## config.mk

```make
export PLATFORM = sky130hd
export DESIGN_NAME = dac_front
export DESIGN_NICKNAME = d
export VERILOG_FILES = /design/src/design/dac_front_pkg.sv /design/src/design/dac_front.sv /design/src/design/sample_fifo.sv
export SDC_FILE = /design/constraint.sdc
export NUM_CORES = 1
export LEC_CHECK = 0
export BUFFER_PORTS_ARGS = -buffer_cell sky130_fd_sc_hd__buf_2
export CAP_MARGIN = 20
export CORE_MARGIN = 2
export CORE_UTILIZATION = 50
export CTS_BUF_LIST = sky130_fd_sc_hd__clkbuf_2
export CTS_CLUSTER_SIZE = 20
export DETAILED_ROUTE_END_ITERATION = 16
export GPL_ROUTABILITY_DRIVEN = 0
export GPL_TIMING_DRIVEN = 1
export PLACE_DENSITY = 0.78
export SYNTH_ARGS = -nofsm -noshare
export SYNTH_HDL_FRONTEND = slang
export SYNTH_SLANG_ARGS = --single-unit
export TNS_END_PERCENT = 1
```

## constraint.sdc

```tcl
create_clock -name i_clk -period 2.8 [get_ports i_clk]
set_clock_uncertainty 0.05 [all_clocks]
set_input_delay 0.84 -clock i_clk [delete_from_list [all_inputs] [get_ports i_clk]]
set_output_delay 0.84 -clock i_clk [all_outputs]
set_load 0.05 [all_outputs]
```

## src/design/dac_front_pkg.sv

```systemverilog
// Purpose : Shared constants for the converter digital front end
// Assumes : 40 MHz system clock, 14-bit straight binary samples
// Notes   : Times kept in their own units, cycle counts derived
package dac_front_pkg;
  localparam int          SAMPLE_WIDTH    = 14;
  localparam int          FIFO_DEPTH      = 4;
  localparam int          CLK_PERIOD_PS   = 25000;
  localparam int          SLEEP_ENTRY_NS  = 50;
  localparam int          WAKE_TIME_NS    = 5000;
  // Longest time rounds down, least time rounds up
  localparam int          SLEEP_ENTRY_CYC = (SLEEP_ENTRY_NS * 1000) / CLK_PERIOD_PS;
  localparam int          WAKE_CYC        = (WAKE_TIME_NS * 1000 + CLK_PERIOD_PS - 1)
                                            / CLK_PERIOD_PS;
  localparam int          CODE_MAX        = 16383;
  localparam logic [13:0] CODE_RESET      = 14'h0000;
endpackage

```

## src/design/dac_front.sv

```systemverilog
// Purpose : Digital front end of a 14-bit current-output converter
// Assumes : Sample word and sleep come from another clock, synchronised here
// Notes   : Output currents modelled as codes in full-scale units
//
// Contract
// - Accept 14-bit straight binary word, msb bit 13, lsb bit 0.
// - All ones drives full scale on primary; complementary carries the remainder.
// - Capture word in edge latch, update output only on rising edge.
// - Any clock duty cycle; host keeps pulse widths, setup and hold.
// - Sleep high switches output current off, low-power state.
// - Sleep input pulled low internally; floating means enabled.
// - Power-down within 50 ns (here two sync stages plus one cycle, up to 75 ns at 40 MHz); about 5 us wake before output valid.
// - Primary gets code/16384, complementary gets (16383-code)/16384 full scale.
`timescale 1ns/100ps
module dac_front
  import dac_front_pkg::*;
#(
  parameter int WIDTH     = SAMPLE_WIDTH,
  parameter int DEPTH     = FIFO_DEPTH,
  parameter int WAKE_CNT  = WAKE_CYC
) (
  input  wire logic             i_clk,
  input  wire logic             i_rst,
  input  wire logic [WIDTH-1:0] i_sample,
  input  wire logic             i_sample_valid,
  output      logic             o_sample_ready,
  input  wire logic             i_sleep_n_floating,
  input  wire logic             i_sleep,
  output      logic [WIDTH-1:0] o_primary_current,
  output      logic [WIDTH-1:0] o_complementary_current,
  output      logic             o_output_valid,
  output      logic             o_low_power
);
  // ---------------------------------------------------------------
  // Input synchronisers
  // ---------------------------------------------------------------
  typedef struct packed {
    logic [1:0]       sleep_sync;
    logic [1:0]       drive_sync;
    logic [WIDTH-1:0] data_meta;
    logic [WIDTH-1:0] data_sync;
    logic [1:0]       valid_sync;
    logic             low_power;
    logic [12:0]      wake_cnt;
    logic [12:0]      dark_cnt;
    logic             out_valid;
    logic [WIDTH-1:0] code;
  } front_state_t;

  front_state_t state_reg;
  front_state_t state_next;
  logic         sleep_req;
  logic         fifo_valid;
  logic [WIDTH-1:0] fifo_data;
  logic         fifo_pop;

  // Unconnected sleep pin reads as awake; both pins synchronised before gating
  assign sleep_req = state_reg.sleep_sync[1] && state_reg.drive_sync[1];

  sample_fifo #(
    .WIDTH (WIDTH),
    .DEPTH (DEPTH)
  ) u_fifo (
    .i_clk       (i_clk),
    .i_rst       (i_rst),
    .i_in_valid  (state_reg.valid_sync[1]),
    .o_in_ready  (o_sample_ready),
    .i_in_data   (state_reg.data_sync),
    .o_out_valid (fifo_valid),
    .i_out_ready (fifo_pop),
    .o_out_data  (fifo_data)
  );

  // Drain always; while asleep samples are dropped, not held
  assign fifo_pop = fifo_valid;

  // ---------------------------------------------------------------
  // Next-state logic
  // ---------------------------------------------------------------
  always_comb begin
    state_next            = state_reg;
    state_next.sleep_sync = {state_reg.sleep_sync[0], i_sleep};
    state_next.drive_sync = {state_reg.drive_sync[0], i_sleep_n_floating};
    state_next.data_meta  = i_sample;
    state_next.data_sync  = state_reg.data_meta;
    state_next.valid_sync = {state_reg.valid_sync[0], i_sample_valid};
    if (sleep_req) begin
      // Entry one cycle after sleep_req, two sync stages behind the pin: up to 75 ns, over the 50 ns bound
      state_next.low_power = 1'b1;
      state_next.out_valid = 1'b0;
      state_next.wake_cnt  = '0;
    end else if (state_reg.low_power) begin
      if (state_reg.wake_cnt == 13'(WAKE_CNT - 1)) begin
        state_next.low_power = 1'b0;
        state_next.out_valid = 1'b1;
      end else begin
        state_next.wake_cnt = state_reg.wake_cnt + 1'b1;
      end
    end
    // Rising-edge capture, only while awake; duty cycle plays no part
    if (fifo_valid && state_reg.out_valid && !sleep_req) begin
      state_next.code = fifo_data;
    end
    // Cycles spent dark since sleep released, for the wake check
    if (state_reg.out_valid || sleep_req) begin
      state_next.dark_cnt = '0;
    end else if (state_reg.dark_cnt != '1) begin
      state_next.dark_cnt = state_reg.dark_cnt + 1'b1;
    end
  end

  always_ff @(posedge i_clk) begin
    if (i_rst) begin
      state_reg           <= '0;
      state_reg.out_valid <= 1'b1;
      state_reg.code      <= CODE_RESET;
    end else begin
      state_reg <= state_next;
    end
  end

  // ---------------------------------------------------------------
  // Outputs
  // ---------------------------------------------------------------
  // Currents forced off in sleep; complement is 16383 minus code
  assign o_primary_current       = state_reg.low_power ? '0 : state_reg.code;
  assign o_complementary_current = state_reg.low_power ? '0 :
                                   WIDTH'(CODE_MAX) - state_reg.code;
  assign o_output_valid          = state_reg.out_valid;
  assign o_low_power             = state_reg.low_power;

  // ---------------------------------------------------------------
  // Assertions
  // ---------------------------------------------------------------
  a_sum_full_scale: assert property (@(posedge i_clk) disable iff (i_rst)
    !o_low_power |-> (o_primary_current + o_complementary_current) == WIDTH'(CODE_MAX))
    else $error("Output currents do not sum to full scale");
  a_sleep_off: assert property (@(posedge i_clk) disable iff (i_rst)
    o_low_power |-> (o_primary_current == '0 && o_complementary_current == '0))
    else $error("Current flows in low power");
  a_sleep_entry: assert property (@(posedge i_clk) disable iff (i_rst)
    sleep_req |=> o_low_power && !o_output_valid)
    else $error("Power-down too slow");
  a_pin_pulldown: assert property (@(posedge i_clk) disable iff (i_rst)
    (!state_reg.drive_sync[1] && !o_low_power) |=> !o_low_power)
    else $error("Floating sleep pin entered sleep");
  a_wake_hold: assert property (@(posedge i_clk) disable iff (i_rst)
    $fell(sleep_req) |=> !o_output_valid [*8])
    else $error("Output valid too soon after wake");
  a_wake_span: assert property (@(posedge i_clk) disable iff (i_rst)
    $rose(o_output_valid) |-> state_reg.dark_cnt >= 13'(WAKE_CNT))
    else $error("Wake time shorter than wake count");
  a_dark_power: assert property (@(posedge i_clk) disable iff (i_rst)
    o_low_power |-> !o_output_valid)
    else $error("Output valid while powered down");
  a_wake_bound: assert property (@(posedge i_clk) disable iff (i_rst)
    (o_low_power && !sleep_req) |-> state_reg.wake_cnt < 13'(WAKE_CNT))
    else $error("Wake counter past its end");
  a_wake_release: assert property (@(posedge i_clk) disable iff (i_rst)
    (o_low_power && !sleep_req && state_reg.wake_cnt == 13'(WAKE_CNT - 1)) |=>
      (!o_low_power && o_output_valid))
    else $error("Wake did not release output");
  a_primary_code: assert property (@(posedge i_clk) disable iff (i_rst)
    !o_low_power |-> o_primary_current == state_reg.code)
    else $error("Primary current differs from code");
  a_fifo_push: assert property (@(posedge i_clk) disable iff (i_rst)
    (state_reg.valid_sync[1] && o_sample_ready) |=> fifo_valid)
    else $error("Synchronised sample not queued");
  a_full_pending: assert property (@(posedge i_clk) disable iff (i_rst)
    !o_sample_ready |-> fifo_valid)
    else $error("Queue full yet empty");
  a_code_hold: assert property (@(posedge i_clk) disable iff (i_rst)
    !o_output_valid |=> $stable(state_reg.code))
    else $error("Code changed while output invalid");
  a_capture: assert property (@(posedge i_clk) disable iff (i_rst)
    (fifo_valid && o_output_valid && !sleep_req) |=>
      state_reg.code == $past(fifo_data))
    else $error("Sample not captured");
  a_full_code: assert property (@(posedge i_clk) disable iff (i_rst)
    (!o_low_power && state_reg.code == WIDTH'(CODE_MAX)) |->
      o_complementary_current == '0)
    else $error("Complement not zero at full code");

  c_sample_out:  cover property (@(posedge i_clk) fifo_valid && o_output_valid);
  c_sleep_enter: cover property (@(posedge i_clk) $rose(o_low_power));
  c_wake_done:   cover property (@(posedge i_clk) $rose(o_output_valid));
  c_fifo_full:   cover property (@(posedge i_clk) !o_sample_ready);
  c_pin_ignored: cover property (@(posedge i_clk)
    state_reg.sleep_sync[1] && !state_reg.drive_sync[1]);
endmodule

```

## src/design/sample_fifo.sv

```systemverilog
// Purpose : Small flip-flop FIFO with valid/ready on both sides
// Assumes : Single clock, synchronous active-high reset
// Notes   : Full and empty are exact; no write when full
`timescale 1ns/100ps
module sample_fifo #(
  parameter int WIDTH = 14,
  parameter int DEPTH = 4
) (
  input  wire logic             i_clk,
  input  wire logic             i_rst,
  input  wire logic             i_in_valid,
  output      logic             o_in_ready,
  input  wire logic [WIDTH-1:0] i_in_data,
  output      logic             o_out_valid,
  input  wire logic             i_out_ready,
  output      logic [WIDTH-1:0] o_out_data
);
  localparam int AW = $clog2(DEPTH);

  typedef struct packed {
    logic [DEPTH-1:0][WIDTH-1:0] mem;
    logic [AW-1:0]               wr_ptr;
    logic [AW-1:0]               rd_ptr;
    logic [AW:0]                 count;
  } fifo_state_t;

  fifo_state_t state_reg;
  fifo_state_t state_next;
  logic        push;
  logic        pop;

  assign o_in_ready  = (state_reg.count != (AW+1)'(DEPTH));
  assign o_out_valid = (state_reg.count != '0);
  assign o_out_data  = state_reg.mem[state_reg.rd_ptr];
  assign push        = i_in_valid && o_in_ready;
  assign pop         = o_out_valid && i_out_ready;

  always_comb begin
    state_next = state_reg;
    if (push) begin
      state_next.mem[state_reg.wr_ptr] = i_in_data;
      state_next.wr_ptr = (state_reg.wr_ptr == AW'(DEPTH-1)) ? '0 : state_reg.wr_ptr + 1'b1;
    end
    if (pop) begin
      state_next.rd_ptr = (state_reg.rd_ptr == AW'(DEPTH-1)) ? '0 : state_reg.rd_ptr + 1'b1;
    end
    if (push && !pop) begin
      state_next.count = state_reg.count + 1'b1;
    end else if (pop && !push) begin
      state_next.count = state_reg.count - 1'b1;
    end
  end

  always_ff @(posedge i_clk) begin
    if (i_rst) begin
      state_reg <= '0;
    end else begin
      state_reg <= state_next;
    end
  end

  a_fifo_bound: assert property (@(posedge i_clk) disable iff (i_rst)
    state_reg.count <= (AW+1)'(DEPTH)) else $error("FIFO count above depth");
endmodule

```

# After elaboration in Yosys (flattened, before gate mapping)
# Cells that the tools add are included.
# W data, S select, Z words.
[classes]
add_sub_neg = 6
n_mux = 18
n_lt_le_gt_ge = 3
n_reduce_logical = 17
eq_ne = 4
bitwise = 1
[op_table]
columns = ["op", "n"]
rows = [
  ["$mux W14", 6],
  ["$bwmux W56", 1],
  ["$bmux W14 S2", 1],
  ["$demux W14 S2", 1],
  ["$sub A14 B14 Y14 const A", 1],
  ["$add A13 B1 Y13 const B", 1],
  ["$eq A13 B8 Y1 const B", 1],
  ["$mux W13", 1],
  ["$logic_and A1 B1 Y1", 7],
  ["$lt A2 B3 Y1 const B", 2],
  ["$mux W3", 2],
  ["$reduce_bool A2 Y1", 3],
  ["$add A2 B1 Y2 const B", 2],
  ["$eq A2 B2 Y1 const B", 2],
  ["$mux W1", 4],
  ["$mux W2", 2],
  ["$reduce_and A2 Y1", 2],
  ["$add A3 B1 Y3 const B", 1],
  ["$logic_not A1 Y1", 3],
  ["$ne A3 B3 Y1 const B", 1],
  ["$reduce_bool A3 Y1", 1],
  ["$sub A3 B1 Y3 const B", 1],
  ["$ge A2 B1 Y1 const B", 1],
  ["$reduce_or A2 Y1", 1],
  ["$not A1 Y1", 1],
]
[word_totals]
out_inout_bits = 31
in_bits = 19
regBits = 126
word_cells = 65

# Depth between registers and ports, before layout
[depth]
ltp_word = 6
ltp_mapped = 10
mapped_depth_nobuf = 9

# By module
# From an unflattened synthesis, not the netlist that was laid out.
[unflattened]
hier_cells = 507
area_unflattened_um2 = 5315.1
[modules_own_cells]
columns = ["module", "cells_per_inst", "instances", "area_per_inst_um2"]
rows = [
  ["sample_fifo", 258, 1, 2994.1],
  ["dac_front", 249, 1, 2321.0],
]

# Worst setup path before layout
# No wires, ideal clock.
[synth_timing]
path_type = "register to output"
startpoint = "reg state_reg, in the netlist o_low_power"
endpoint = "out o_primary_current[0]"
n_path_buf = 2
stages_incl_launch_ff = 4
arrival_ns = 1.634
t_required_ns = 1.910
slack_ns = 0.276
path_cell_list = "dfxtp_1 clkbuf_1 clkbuf_1 nor2b_1"
[synth_between]
elab_chain_cells = 1
[synth_rtl]
columns = ["element", "line", "rtl"]
rows = [
  ["from (decl)", "dac_front.sv:50", "front_state_t state_reg;"],
  ["from (signal assigned)", "dac_front.sv:118", "state_reg <= state_next;"],
  ["$mux W14", "dac_front.sv:126", "assign o_primary_current = state_reg.low_power ? '0 : state_reg.code;"],
  ["to (decl)", "dac_front.sv:29", "output logic [WIDTH-1:0] o_primary_current,"],
]
# Every way passes these cells.

# Final worst setup path
[layout_timing]
startpoint = "reg state_reg, in the netlist o_low_power"
endpoint = "out o_primary_current[10]"
# The elaborated chain is that of the path after synthesis.

==> qor.txt <==
Final hold vios = 0
Post-CTS Resized = 0
Post-synthesis sequential area ratio = 0.517
Post-Route Utilization = 0.562
CP max-delay cell = dfxtp_1
Unrepaired setup endpoints after global routing = no
Cell variety after synth = 31
R2r startpoint = u_fifo.state_reg[0]
WHS = 0.324 ns
WP data required = 1.91 ns
Startpoint types = register
Starting Density = 0.506
Synthesis Warnings = 0
Worst Reg-to-Reg Cells = 8
CTS buffer count = 17
P_int = 2.40 mW
Clock sink total = 126
DRT iter0 DRCs = 213
Initial antenna violation count = 1
Measured slew at the worst slew-check pin = 0.819 ns
Crit Path Category = reg2out
Area of the core = 0.00964 mm^2
Min-delay worst type = in2reg
Minimum clock period = 2.68 ns
Synthesized area = 0.00488 mm^2
WP data arrival = 1.79 ns
Avg Synthesized Cell Area = 8.77 um^2
Pin count of the biggest net entering global routing = 84
DRC = 0
Worst setup EP type = output port
Clock network power share = 0.292
Clock Latency Late Sink = 0.66 ns
Crit-path cells = buf_12, nor2b_1, buf_2
Hold_buf cts = 0
I/O Buffers = 49
Number of flops mapped to enable cells by yosys = 0
First-pass GRT wire length = 15.8 mm
Synthesized instance count = 557
Slew headroom = 0.453
Largest area contributor in the netlist = dfxtp_1
Die width = 103 um
Worst hold endpoint = state_next[51]
DR vias = 3739
Share of cells above drive strength 1 = 0.164
Power, Total = 3.55 mW
Seq cells post-synth = 126
Top_reg_cell synth = dfxtp_1
Final Max Tran Viols = 0
Hold-critical path depth = 2
Post-synthesis async set-or-reset flop share = 0
Gr ovfl total = 0
R2r setup slk = 0.45 ns
Postcts setup bufs = 0
Drt pass-1 iters = 4
Switching power total = 1.15 mW
Comb pwr share = 0.161
Switch share = 0.323
P&R area growth vs syn = 11.0%
Antenna-violating nets left = 0
Fmax = 373 MHz
Die height = 103 um
Routed vias/inst = 5.07
Fin crit share = 0.958
CTS H-tree depth = 4
Reg-to-reg endpoint = u_fifo.state_reg[2]
Worst-case clock buffer depth = 2
Synthesized net count = 584
Cell Pwr Density = 655 mW/mm^2
Final setup fails = 0
Sequential Power Share = 0.547
HPWL after DPL = 6.39 mm
Leakage = 1.95 nW
Nets = 617
CP max stage delay = 0.65 ns
Number of I/O pins = 50
Largest cells by area after synthesis = dfxtp_1 52%, nand2_1 12%, a21oi_1 8.4%, mux4_2 6.5%, nor2b_1 6.2%
Critical hold path startpoint = i_sample[7]
Vias in the first global route = 3470
GRT Total Usage = 0.193
Max FFs per register = 63
Synth top area share = 0.517
DIE AREA = 0.0106 mm^2
Clk slew on worst S/H paths = 0.21 ns
Post-Place Cells = 704
Maximum capacitance violations = 0
Peak supply drop = 328 uV
CTS tree = done
CP max FO = 26
Status = complete, no violations
TNS Setup = 0 ns
Clock Root Buffer = clkbuf_2
Total wire length = 9.61 mm
Non-Filler Instances = 737
Drt wl/cell = 13.0 um
Site row count = 36
## worst max-delay path by stage
stage	startpoint	endpoint	slack, ns	depth (start not counted)
finish	o_low_power	o_primary_current[10]	0.12	3
global route	o_low_power	o_primary_current[6]	0.003	3
CTS	u_fifo.state_reg[0]	o_sample_ready	0.01	2
detailed placement	u_fifo.state_reg[0]	u_fifo.state_reg[2]	0.47	9
global placement	u_fifo.state_reg[0]	u_fifo.state_reg[2]	0.61	8
floorplan	o_low_power	o_primary_current[0]	0.28	3
## metrics by stage
step                instance area (um^2)  setup slack, ns
floorplan                           4880            0.276
global placement                    5190            0.609
detailed placement                  5190            0.465
CTS                                 5410           0.0112
global route                        5420          0.00296
finish                              5420            0.118
## cell usage in the layout, fill, tap and decap left out, types with 2 or more instances in the layout
master and count:
dfxtp_1 126, ha_1 7, xor2_1 5, nand4_1 6, inv_6 4, buf_12 2
nand3_1 9, clkinvlp_4 4, xnor2_1 5, buf_2 48, o21ai_0 5, inv_1 7
nand2_1 151, nor2_1 25, clkinv_1 2, buf_4 2, nor2b_1 48, a21oi_1 82
clkinv_4 2, mux4_2 14, clkbuf_2 17, and3_1 6, nor3_1 5, or3_1 6
## area by class of cell
| class | count | area (um^2) |
|---|---|---|
| Antenna cell | 1 | 2.50 |
| Clock buffer | 17 | 85.1 |
| Clock inverter | 15 | 136 |
| Fill cell | 881 | 4220 |
| Inverter | 7 | 26.3 |
| Multi-Input combinational cell | 386 | 2180 |
| Sequential cell | 126 | 2520 |
| Tap cell | 133 | 166 |
| Timing Repair Buffer | 52 | 295 |
## power groups by stage
stage | Clock (mW) | Combinational, mW | Sequential (mW)
after floorplan | 0 | 0.486 | 1.94
final | 1.04 | 0.573 | 1.94
after global placement | 0 | 0.546 | 1.97
after CTS | 1.05 | 0.574 | 1.94
after detailed placement | 0 | 0.570 | 1.98
after global routing | 1.12 | 0.647 | 1.95
## critical path: cells and delay by family (launching register included)
family,cells,cell delay (ns)
flops,1,0.65
simple gates,1,0.06
buf+inv,2,0.42
## cell families (layout without fill, tap and decap cells)
family	Yosys count	count (layout)	share of synthesized area
and+or+nand+nor	265	265	0.250
DFF	126	126	0.517
AOI/OAI and AO/OA	88	88	0.0907
buffers and inverters	45	91	0.0364
muxes	15	15	0.0666
xor gates and xnor gates	10	10	0.0179
adders and majority gates	8	8	0.0220
other	0	1	0
## Yosys cell counts, types with 2 or more instances
master / n
a21oi_1: 82
and3_1: 6
buf_1: 2
buf_2: 7
clkbuf_1: 29
dfxtp_1: 126
ha_1: 7
inv_1: 7
mux4_2: 14
nand2_1: 151
nand3_1: 9
nand4_1: 6
nor2_1: 25
nor2b_1: 48
nor3_1: 5
o21ai_0: 5
or3_1: 6
xnor2_1: 5
xor2_1: 5
## layer usage
| layer | track usage | up-vias | part of all wire | wire length [um] |
|---|---|---|---|---|
| met5 | 0 | - | 0 | 0 |
| met4 | 0.0810 | 0 | 0.012 | 113 |
| met3 | 0.0461 | 11 | 0.067 | 646 |
| met2 | 0.314 | 115 | 0.48 | 4590 |
| met1 | 0.247 | 1699 | 0.44 | 4260 |
| li1 | - | 1914 | - | - |
(Power assumes the default switching activity.)
